--- src/logic/adc_cmd_pkg.sv ---
// What this block does
// - Frame starts on qualified chip-select fall or sync rise
// - Sample input on falling, shift output on rising
// - Frame start enables input, output and clock path
// - First four input bits form the command code
// - Top four output bits shift out meanwhile
// - Next twelve bits load config only on write
// - Config word held during automatic power-down
// - Clock may pause after eight bits, then resume
// - Input ignored after sixteen bits or chip-select rise
// - Conversion and FIFO reads shift out twelve more bits
// - Output released after sixteen bits or chip-select rise
// - Conversion commands pick source, then start conversion
// - Codes 0-7 pick channels; four-channel part aliases
// - Code Ah writes config and clears FIFO
// - Codes B-D pick midpoint, low, high test voltages
// - Code Eh shows FIFO head on output
// - Code Fh loads config with 800h
// - Result is left-aligned; low bits are zero
package adc_cmd_pkg;

	// ==========================================
	// Frame geometry
	localparam int unsigned WORD_BITS    = 16;
	localparam int unsigned CMD_BITS     = 4;
	localparam int unsigned CFG_BITS     = 12;
	localparam logic [4:0]  CNT_CMD_DONE = 5'h04;
	localparam logic [4:0]  CNT_PAUSE    = 5'h08;
	localparam logic [4:0]  CNT_END      = 5'h10;

	// ==========================================
	// Command codes
	localparam logic [3:0] CMD_CHAN_LAST   = 4'h7;
	localparam logic [3:0] CMD_CONFIG_WR   = 4'ha;
	localparam logic [3:0] CMD_TEST_MID    = 4'hb;
	localparam logic [3:0] CMD_TEST_LOW    = 4'hc;
	localparam logic [3:0] CMD_TEST_HIGH   = 4'hd;
	localparam logic [3:0] CMD_FIFO_READ   = 4'he;
	localparam logic [3:0] CMD_FACTORY     = 4'hf;

	// ==========================================
	// Configuration word layout and values
	localparam logic [11:0] CFG_RESET      = 12'h000;
	localparam logic [11:0] CFG_FACTORY    = 12'h800;
	localparam int unsigned CFG_FORMAT_BIT = 10;
	localparam int unsigned CFG_SAMPLE_BIT = 9;
	localparam int unsigned CFG_CLOCK_BIT  = 8;

	// ==========================================
	// Analog source selection
	typedef enum logic [1:0] {
		SRC_CHANNEL   = 2'h0,
		SRC_TEST_MID  = 2'h1,
		SRC_TEST_LOW  = 2'h2,
		SRC_TEST_HIGH = 2'h3
	} source_kind_type;

	typedef struct packed {
		source_kind_type kind;     // Channel or test voltage
		logic [2:0]      channel;  // Channel number when kind is channel
	} conv_request_type;

	typedef struct packed {
		logic        twos_complement;  // Result code format
		logic        short_sampling;   // Short sampling length
		logic        sclk_conv_clock;  // Conversion clock source
		logic [11:0] word;             // Whole configuration word
	} config_view_type;

endpackage

--- src/logic/adc_serial_command_decoder.sv ---
`timescale 1ns/1ps
`default_nettype none

// ==========================================
// Result FIFO
module result_fifo #(
	parameter int unsigned WIDTH = 14,
	parameter int unsigned DEPTH = 32
) (
	input  wire logic             clk_sys,
	input  wire logic             rst_b,
	input  wire logic             flush,
	input  wire logic [WIDTH-1:0] in_data,
	input  wire logic             in_valid,
	output logic                  in_ready,
	output logic [WIDTH-1:0]      out_data,
	output logic                  out_valid,
	input  wire logic             out_ready
);
	localparam int unsigned AW = $clog2(DEPTH);

	logic [WIDTH-1:0] mem_ff [DEPTH];  // Storage array
	logic [AW-1:0]    wr_ptr_ff;       // Write index
	logic [AW-1:0]    rd_ptr_ff;       // Read index
	logic [AW:0]      count_ff;        // Words held
	logic             push;
	logic             pop;

	// Full at DEPTH words; occupancy is one bit wider so the count never wraps
	assign in_ready  = (count_ff != (AW+1)'(DEPTH)) && !flush;
	assign out_valid = (count_ff != '0);
	assign out_data  = mem_ff[rd_ptr_ff];
	assign push      = in_valid && in_ready;
	assign pop       = out_valid && out_ready && !flush;

	// Storage write
	always_ff @(posedge clk_sys) begin
		if (push) begin
			mem_ff[wr_ptr_ff] <= in_data;
		end
	end

	// Pointers and occupancy
	always_ff @(posedge clk_sys) begin
		if (!rst_b || flush) begin
			wr_ptr_ff <= '0;
			rd_ptr_ff <= '0;
			count_ff  <= '0;
		end else begin
			if (push) begin
				wr_ptr_ff <= (wr_ptr_ff == AW'(DEPTH - 1)) ? '0 : wr_ptr_ff + 1'b1;
			end
			if (pop) begin
				rd_ptr_ff <= (rd_ptr_ff == AW'(DEPTH - 1)) ? '0 : rd_ptr_ff + 1'b1;
			end
			count_ff <= count_ff + (AW+1)'(push) - (AW+1)'(pop);
		end
	end
endmodule

// ==========================================
// Serial command front end
module adc_serial_command_decoder
	import adc_cmd_pkg::*;
#(
	parameter int unsigned RESULT_BITS = 14,  // 14 or 12
	parameter int unsigned CHANNELS    = 8,   // 8 or 4
	parameter int unsigned FIFO_DEPTH  = 32
) (
	input  wire logic                   clk_sys,
	input  wire logic                   rst_b,
	input  wire logic                   cs_b,
	input  wire logic                   frame_sync,
	input  wire logic                   sclk,
	input  wire logic                   serial_in,
	output logic                        serial_out,
	output logic                        serial_out_oe,
	input  wire logic                   auto_power_down,
	input  wire logic [RESULT_BITS-1:0] result_data,
	input  wire logic                   result_valid,
	output logic                        result_ready,
	output logic                        conv_start,
	output conv_request_type            conv_request,
	output config_view_type             config_view
);

	// ==========================================
	// Pin synchronisers, then one delay stage for edges
	logic [1:0] cs_sync_ff;
	logic [1:0] fs_sync_ff;
	logic [1:0] sclk_sync_ff;
	logic [1:0] sdi_sync_ff;
	logic       cs_prev_ff;    // Previous synced chip select
	logic       fs_prev_ff;    // Previous synced frame sync
	logic       sclk_prev_ff;  // Previous synced serial clock

	// Two flops per pin, second stage only is read
	always_ff @(posedge clk_sys) begin
		if (!rst_b) begin
			cs_sync_ff   <= 2'h3;
			fs_sync_ff   <= 2'h3;  // High so a tied-high sync gives no edge after reset
			sclk_sync_ff <= 2'h0;
			sdi_sync_ff  <= 2'h0;
		end else begin
			cs_sync_ff   <= {cs_sync_ff[0], cs_b};
			fs_sync_ff   <= {fs_sync_ff[0], frame_sync};
			sclk_sync_ff <= {sclk_sync_ff[0], sclk};
			sdi_sync_ff  <= {sdi_sync_ff[0], serial_in};
		end
	end

	// Edge history
	always_ff @(posedge clk_sys) begin
		if (!rst_b) begin
			cs_prev_ff   <= 1'b1;
			fs_prev_ff   <= 1'b1;
			sclk_prev_ff <= 1'b0;
		end else begin
			cs_prev_ff   <= cs_sync_ff[1];
			fs_prev_ff   <= fs_sync_ff[1];
			sclk_prev_ff <= sclk_sync_ff[1];
		end
	end

	logic cs_low;
	logic cs_fall;
	logic cs_rise;
	logic fs_rise;
	logic sclk_fall;
	logic sclk_rise;

	assign cs_low    = !cs_sync_ff[1];
	assign cs_fall   = cs_prev_ff && !cs_sync_ff[1];
	assign cs_rise   = !cs_prev_ff && cs_sync_ff[1];
	assign fs_rise   = !fs_prev_ff && fs_sync_ff[1];
	assign sclk_fall = sclk_prev_ff && !sclk_sync_ff[1];
	assign sclk_rise = !sclk_prev_ff && sclk_sync_ff[1];

	// ==========================================
	// Frame state machine
	typedef enum logic [2:0] {
		ST_IDLE  = 3'b001,
		ST_ARMED = 3'b010,
		ST_SHIFT = 3'b100
	} frame_state_type;

	frame_state_type state_ff;
	frame_state_type nxt_state;
	logic            frame_start;

	// Start on qualified chip-select fall, else wait for sync rise
	always_comb begin
		nxt_state   = state_ff;
		frame_start = 1'b0;
		case (state_ff)
			ST_IDLE: begin
				if (cs_fall && fs_sync_ff[1]) begin
					nxt_state   = ST_SHIFT;
					frame_start = 1'b1;
				end else if (cs_fall) begin
					nxt_state = ST_ARMED;
				end
			end
			ST_ARMED: begin
				if (!cs_low) begin
					nxt_state = ST_IDLE;
				end else if (fs_rise) begin
					nxt_state   = ST_SHIFT;
					frame_start = 1'b1;
				end
			end
			ST_SHIFT: begin
				if (!cs_low) begin
					nxt_state = ST_IDLE;
				end else if (fs_rise) begin
					frame_start = 1'b1;  // Fresh frame restarts counter
				end
			end
			default: begin
				nxt_state = ST_IDLE;
			end
		endcase
	end

	// State register
	always_ff @(posedge clk_sys) begin
		if (!rst_b) begin
			state_ff <= ST_IDLE;
		end else begin
			state_ff <= nxt_state;
		end
	end

	// ==========================================
	// Bit counter and input shifter
	logic [4:0]  bit_cnt_ff;   // Falling edges seen this frame
	logic [15:0] in_shift_ff;  // Received input word bits
	logic [3:0]  cmd_ff;       // Latched command code
	logic        shifting;     // Path enabled and not yet done

	assign shifting = (state_ff == ST_SHIFT) && cs_low && (bit_cnt_ff != CNT_END);

	// Count and sample on falling serial clock; a pause just holds
	always_ff @(posedge clk_sys) begin
		if (!rst_b) begin
			bit_cnt_ff  <= '0;
			in_shift_ff <= '0;
		end else if (frame_start) begin
			bit_cnt_ff <= '0;
		end else if (shifting && sclk_fall) begin
			bit_cnt_ff  <= bit_cnt_ff + 5'h01;
			in_shift_ff <= {in_shift_ff[14:0], sdi_sync_ff[1]};
		end
	end

	logic cmd_done;  // Fourth falling edge this cycle
	logic word_done; // Sixteenth falling edge this cycle

	assign cmd_done  = shifting && sclk_fall && (bit_cnt_ff == CNT_CMD_DONE - 5'h01);
	assign word_done = shifting && sclk_fall && (bit_cnt_ff == CNT_END - 5'h01);

	// Command latch after the command nibble
	always_ff @(posedge clk_sys) begin
		if (!rst_b) begin
			cmd_ff <= '0;
		end else if (cmd_done) begin
			cmd_ff <= {in_shift_ff[2:0], sdi_sync_ff[1]};
		end
	end

	logic [3:0] cmd_now;
	assign cmd_now = {in_shift_ff[2:0], sdi_sync_ff[1]};

	// ==========================================
	// Configuration word
	logic [11:0] config_ff;

	// Load on write or factory command, frozen in power-down
	always_ff @(posedge clk_sys) begin
		if (!rst_b) begin
			config_ff <= CFG_RESET;
		end else if (!auto_power_down) begin
			if (cmd_done && cmd_now == CMD_FACTORY) begin
				config_ff <= CFG_FACTORY;
			end else if (word_done && cmd_ff == CMD_CONFIG_WR) begin
				config_ff <= {in_shift_ff[10:0], sdi_sync_ff[1]};
			end
		end
	end

	// Decoded configuration fields
	always_comb begin
		config_view.twos_complement = config_ff[CFG_FORMAT_BIT];
		config_view.short_sampling  = config_ff[CFG_SAMPLE_BIT];
		config_view.sclk_conv_clock = config_ff[CFG_CLOCK_BIT];
		config_view.word            = config_ff;
	end

	// ==========================================
	// Source select and conversion start
	conv_request_type nxt_request;
	logic             is_convert;

	// Map command to analog source
	always_comb begin
		nxt_request.kind    = SRC_CHANNEL;
		nxt_request.channel = (CHANNELS == 4) ? {1'b0, cmd_now[1:0]} : cmd_now[2:0];
		is_convert          = 1'b1;
		case (cmd_now)
			CMD_TEST_MID: begin
				nxt_request.kind = SRC_TEST_MID;
			end
			CMD_TEST_LOW: begin
				nxt_request.kind = SRC_TEST_LOW;
			end
			CMD_TEST_HIGH: begin
				nxt_request.kind = SRC_TEST_HIGH;
			end
			default: begin
				is_convert = (cmd_now <= CMD_CHAN_LAST);
			end
		endcase
	end

	// Source is latched with the start pulse
	always_ff @(posedge clk_sys) begin
		if (!rst_b) begin
			conv_request <= '0;
			conv_start   <= 1'b0;
		end else begin
			conv_start <= cmd_done && is_convert;
			if (cmd_done && is_convert) begin
				conv_request <= nxt_request;
			end
		end
	end

	// ==========================================
	// Result path
	logic [RESULT_BITS-1:0] fifo_head;
	logic                   fifo_valid;
	logic                   fifo_pop;
	logic                   fifo_flush;
	logic [RESULT_BITS-1:0] last_result_ff;  // Previous conversion

	assign fifo_flush = cmd_done && (cmd_now == CMD_CONFIG_WR);
	assign fifo_pop   = cmd_done && (cmd_now == CMD_FIFO_READ);

	result_fifo #(
		.WIDTH (RESULT_BITS),
		.DEPTH (FIFO_DEPTH)
	) u_fifo (
		.clk_sys   (clk_sys),
		.rst_b     (rst_b),
		.flush     (fifo_flush),
		.in_data   (result_data),
		.in_valid  (result_valid),
		.in_ready  (result_ready),
		.out_data  (fifo_head),
		.out_valid (fifo_valid),
		.out_ready (fifo_pop)
	);

	// Keep the latest accepted result
	always_ff @(posedge clk_sys) begin
		if (!rst_b) begin
			last_result_ff <= '0;
		end else if (result_valid && result_ready) begin
			last_result_ff <= result_data;
		end
	end

	// ==========================================
	// Output shifter
	logic [15:0]            out_shift_ff;  // Output word bits
	logic                   oe_ff;         // Serial output driven
	logic [RESULT_BITS-1:0] pick;
	logic [RESULT_BITS-1:0] coded;

	// FIFO head when present, else previous result, in chosen format
	assign pick  = fifo_valid ? fifo_head : last_result_ff;
	assign coded = config_ff[CFG_FORMAT_BIT] ? {~pick[RESULT_BITS-1], pick[RESULT_BITS-2:0]} : pick;

	// Load at start so bit 15 is valid before first fall; shift on rise
	always_ff @(posedge clk_sys) begin
		if (!rst_b) begin
			out_shift_ff <= '0;
		end else if (frame_start) begin
			out_shift_ff <= {coded, (WORD_BITS - RESULT_BITS)'(0)};
		end else if (shifting && sclk_rise && bit_cnt_ff != 5'h00) begin
			out_shift_ff <= {out_shift_ff[14:0], 1'b0};
		end
	end

	// Drive from frame start until sixteenth fall or chip-select rise
	always_ff @(posedge clk_sys) begin
		if (!rst_b) begin
			oe_ff <= 1'b0;
		end else if (frame_start) begin
			oe_ff <= 1'b1;
		end else if (word_done || !cs_low) begin
			oe_ff <= 1'b0;
		end
	end

	assign serial_out    = out_shift_ff[15];
	assign serial_out_oe = oe_ff;

endmodule

`default_nettype wire

--- config.mk ---
export PLATFORM = sky130hd
export DESIGN_NAME = adc_serial_command_decoder
export DESIGN_NICKNAME = d
export VERILOG_FILES = /design/src/logic/adc_cmd_pkg.sv /design/src/logic/adc_serial_command_decoder.sv
export SDC_FILE = /design/constraint.sdc
export NUM_CORES = 1
export LEC_CHECK = 0
export BUFFER_PORTS_ARGS = -buffer_cell sky130_fd_sc_hd__buf_2
export CAP_MARGIN = 20
export CELL_PAD_IN_SITES_DETAIL_PLACEMENT = 1
export CELL_PAD_IN_SITES_GLOBAL_PLACEMENT = 1
export CORE_MARGIN = 2
export CORE_UTILIZATION = 50
export DETAILED_ROUTE_END_ITERATION = 12
export PLACE_DENSITY = 0.78
export SETUP_SLACK_MARGIN = 0.15
export SYNTH_ARGS = -nofsm -noshare
export SYNTH_HDL_FRONTEND = slang
export SYNTH_SLANG_ARGS = --single-unit
--- constraint.sdc ---
create_clock -name clk_sys -period 4.4 [get_ports clk_sys]
set_clock_uncertainty 0.15 [all_clocks]
set_input_delay 0.44 -clock clk_sys [delete_from_list [all_inputs] [get_ports clk_sys]]
set_output_delay 0.44 -clock clk_sys [all_outputs]
set_load 0.02 [all_outputs]
==> qor.yml <==
status: "finished, final reports clean"
critical_path.endpoint_type: "flip-flop"
numCtsBuffers: 56
pin_count: 46
final_cell_mix: "edfxtp_1, dfxtp_1, mux4_2"
top_layer_used: "met4"
period_needed_ns: 3.893
fin_tns_setup_ns: 0
met1_length_um: 22210
num-fill-cells: 3895
fin_crit_sh_pct: 88.48
worst_slew_margin_rel_pct: 31.11
tightest_slew_ns: 1.030
grt_pass1_vias: 12847
seq_area_sq_mm: 0.01550
grt_pass1_wl_um: 82110
via_per_inst: 6.193
routed_wl_um: 54720
synth_warnings: 0
maxSlewViolCount: 0
syn-instance-count: 1298
htree_levels: 2
drt-initial-drc-count: 1206
min_path_type: "input pin to flip-flop"
setup_viol: 0
dr_wl_met2_um: 26270
fp.dieW_um: 211.5
ys_types: 54
clkTransAtPathRegs_ns: 0.06
ir_drop_v: 0.0003408
dp_cells: 1864
vias: 12224
drc_errors: 0
cts_root_buffer: "clkbuf_16"
diodes: 0
ctsResizeCount: 0
drt-pass1-iter-count: 5
start_util_pct: 50.30
stdcell_count: 1974
fin_ws_ns: 0.5071
synth-main-ff-cell: "edfxtp_1"
drive_gt1_share_pct: 19.47
crit_path_start_kind: "flip-flop"
power_density_mw_per_mm2: 453.0
wire_per_inst_um: 27.72
path_class: "flip-flop to flip-flop"
syn_area_sq_mm: 0.02153
grt_start_max_net_pins: 52
final_cell_area_sq_mm: 0.02433
syn2layout_area_growth_pct: 13.02
final_util_pct: 56.85
dp_hpwl_um: 34120
dr_wl_met3_um: 3861
ys_seq_elements: 550
synth_edf_count: 448
postCtsSetupBuffers: 0
fp.coreArea_sq_mm: 0.04279
power.leakage_nw: 7.805
final_common_cell: "edfxtp_1"
cp.arrival_ns: 4.19
place.gp.congestion: 0.8436
clock.fmax_ghz: 0.2569
antenna_found_initial: 1
ant_nets: 0
layout.nets: 1422
grt_util_all_layers_pct: 25.18
drv_cap: 0
num_rows: 76
async_flop_share_pct: 0
clock_latency_ns: 0.63
cts_tree: "done"
timing.final.hold_violations: 0
overflow: 0
die_h_um: 211.5
portBuffers: 45
die_area_sq_mm: 0.04473
yosysSeqAreaShare_pct: 71.98
clock_sinks: 550
worstPathRequired_ns: 4.70
critical_path_peak_fanout: 9
clockBufferDepth: 3
rsz0062_at_grt: "false"
synth_fp_nets: 1340
multiInputGateArea_sq_mm: 0.005642
dpl_cell_area_sq_mm: 0.02254
pre_cts_ws_ns: 0.5208
avgSynthCellArea_sq_um: 16.58
## cells by family (layout without fill, tap and decap cells)
kind of cell	Yosys count	in the layout	share of synthesized area, %
AOI/OAI and AO/OA	175	175	5.348
and+or+nand+nor	281	281	6.278
adders and majority gates	20	20	1.197
DFF	550	550	71.98
muxes	165	165	12.96
buffers and inverters	98	228	1.866
xor gates and xnor gates	9	9	0.3662
## routing by layer
layer	up-vias	global-route usage, %
met5	-	0
met4	0	11.63
met3	142	4.881
met2	515	40.86
met1	6323	33.13
li1	5244	-
## per-stage QoR
stage / total power [mW] / hold slack (ns)
3_3_place_gp: 6.557 / 0.2638
3_5_place_dp: 6.601 / 0.2554
2_1_floorplan: 6.271 / 0.2363
4_1_cts: 11.08 / 0.02798
6_report: 11.02 / 0.05404
5_1_grt: 11.35 / 0.06977
## worst paths after layout
check | start | endpoint | slack (ns) | depth (start not counted)
worst max register to register | bit_cnt_ff[0] | u_fifo.count_ff[4] | 0.51 | 16
worst min register to register | fs_sync_ff[0] | fs_sync_ff[1] | 0.27 | 1
worst max-delay path | bit_cnt_ff[0] | u_fifo.count_ff[4] | 0.51 | 16
worst min-delay path | auto_power_down | config_ff[6] | 0.05 | 3
## power breakdown
| part | internal (mW) | leakage, nW | total, mW | switching, mW |
|---|---|---|---|---|
| registers | 5.72 | 4.87 | 5.77 | 0.0483 |
| logic | 0.223 | 2.09 | 0.744 | 0.520 |
| clock network | 2.55 | 0.853 | 4.51 | 1.96 |
## registers in the layout (all words and copies together) (netlist names), 2 cells and up, named ones only
register,cells
u_fifo.mem_ff,448
out_shift_ff,14
u_fifo.wr_ptr_ff,5
conv_request,5
config_ff,12
sclk_sync_ff,2
in_shift_ff,11
sdi_sync_ff,2
fs_sync_ff,2
bit_cnt_ff,5
last_result_ff,14
cmd_ff,4
u_fifo.rd_ptr_ff,5
cs_sync_ff,2
state_ff,3
u_fifo.count_ff,6
## cell type report
| type | instances | area share [%] |
|---|---|---|
| tap | 546 | 2.808 |
| sequential | 550 | 63.73 |
| inverter | 22 | 0.3394 |
| clock inverter | 31 | 1.075 |
| clock buffer | 75 | 6.094 |
| timing repair buffer | 100 | 2.767 |
| multi-input combinational | 650 | 23.19 |
## worst max-delay path, cell delays in order, from the launching register on
cell and delay (ns):
dfxtp_1 0.40, ha_1 0.22, or4b_2 0.68, nor3_4 0.27, nand4_1 0.37, inv_1 0.22, ha_1 0.25, inv_1 0.06
ha_1 0.16, inv_1 0.07, fa_1 0.43, inv_1 0.08, a21oi_1 0.06, nor2_1 0.10, nor2_1 0.06, xor2_1 0.13
nor2_1 0.05
## timing repair
item | CTS | global route
hold buffers | 4 | 0
setup endpoints to repair | 0 | 0
hold endpoints to repair | 4 | 0
## synth_stat cells (12+ instances only)
master | number | area (sq um)
edfxtp_1 | 448 | 13450
dfxtp_1 | 102 | 2042
mux4_2 | 91 | 2049
nand2_1 | 85 | 319.1
mux2i_1 | 74 | 740.7
nor2_1 | 72 | 270.3
a21oi_1 | 61 | 305.3
nand3_1 | 53 | 265.3
clkbuf_1 | 45 | 168.9
a22oi_1 | 38 | 285.3
inv_1 | 21 | 78.83
ha_1 | 19 | 237.7
o21ai_0 | 18 | 90.09
buf_1 | 17 | 63.81
a211oi_1 | 12 | 90.09
nand2b_1 | 12 | 75.07
nor2b_1 | 12 | 75.07
(Power assumes the default switching activity.)
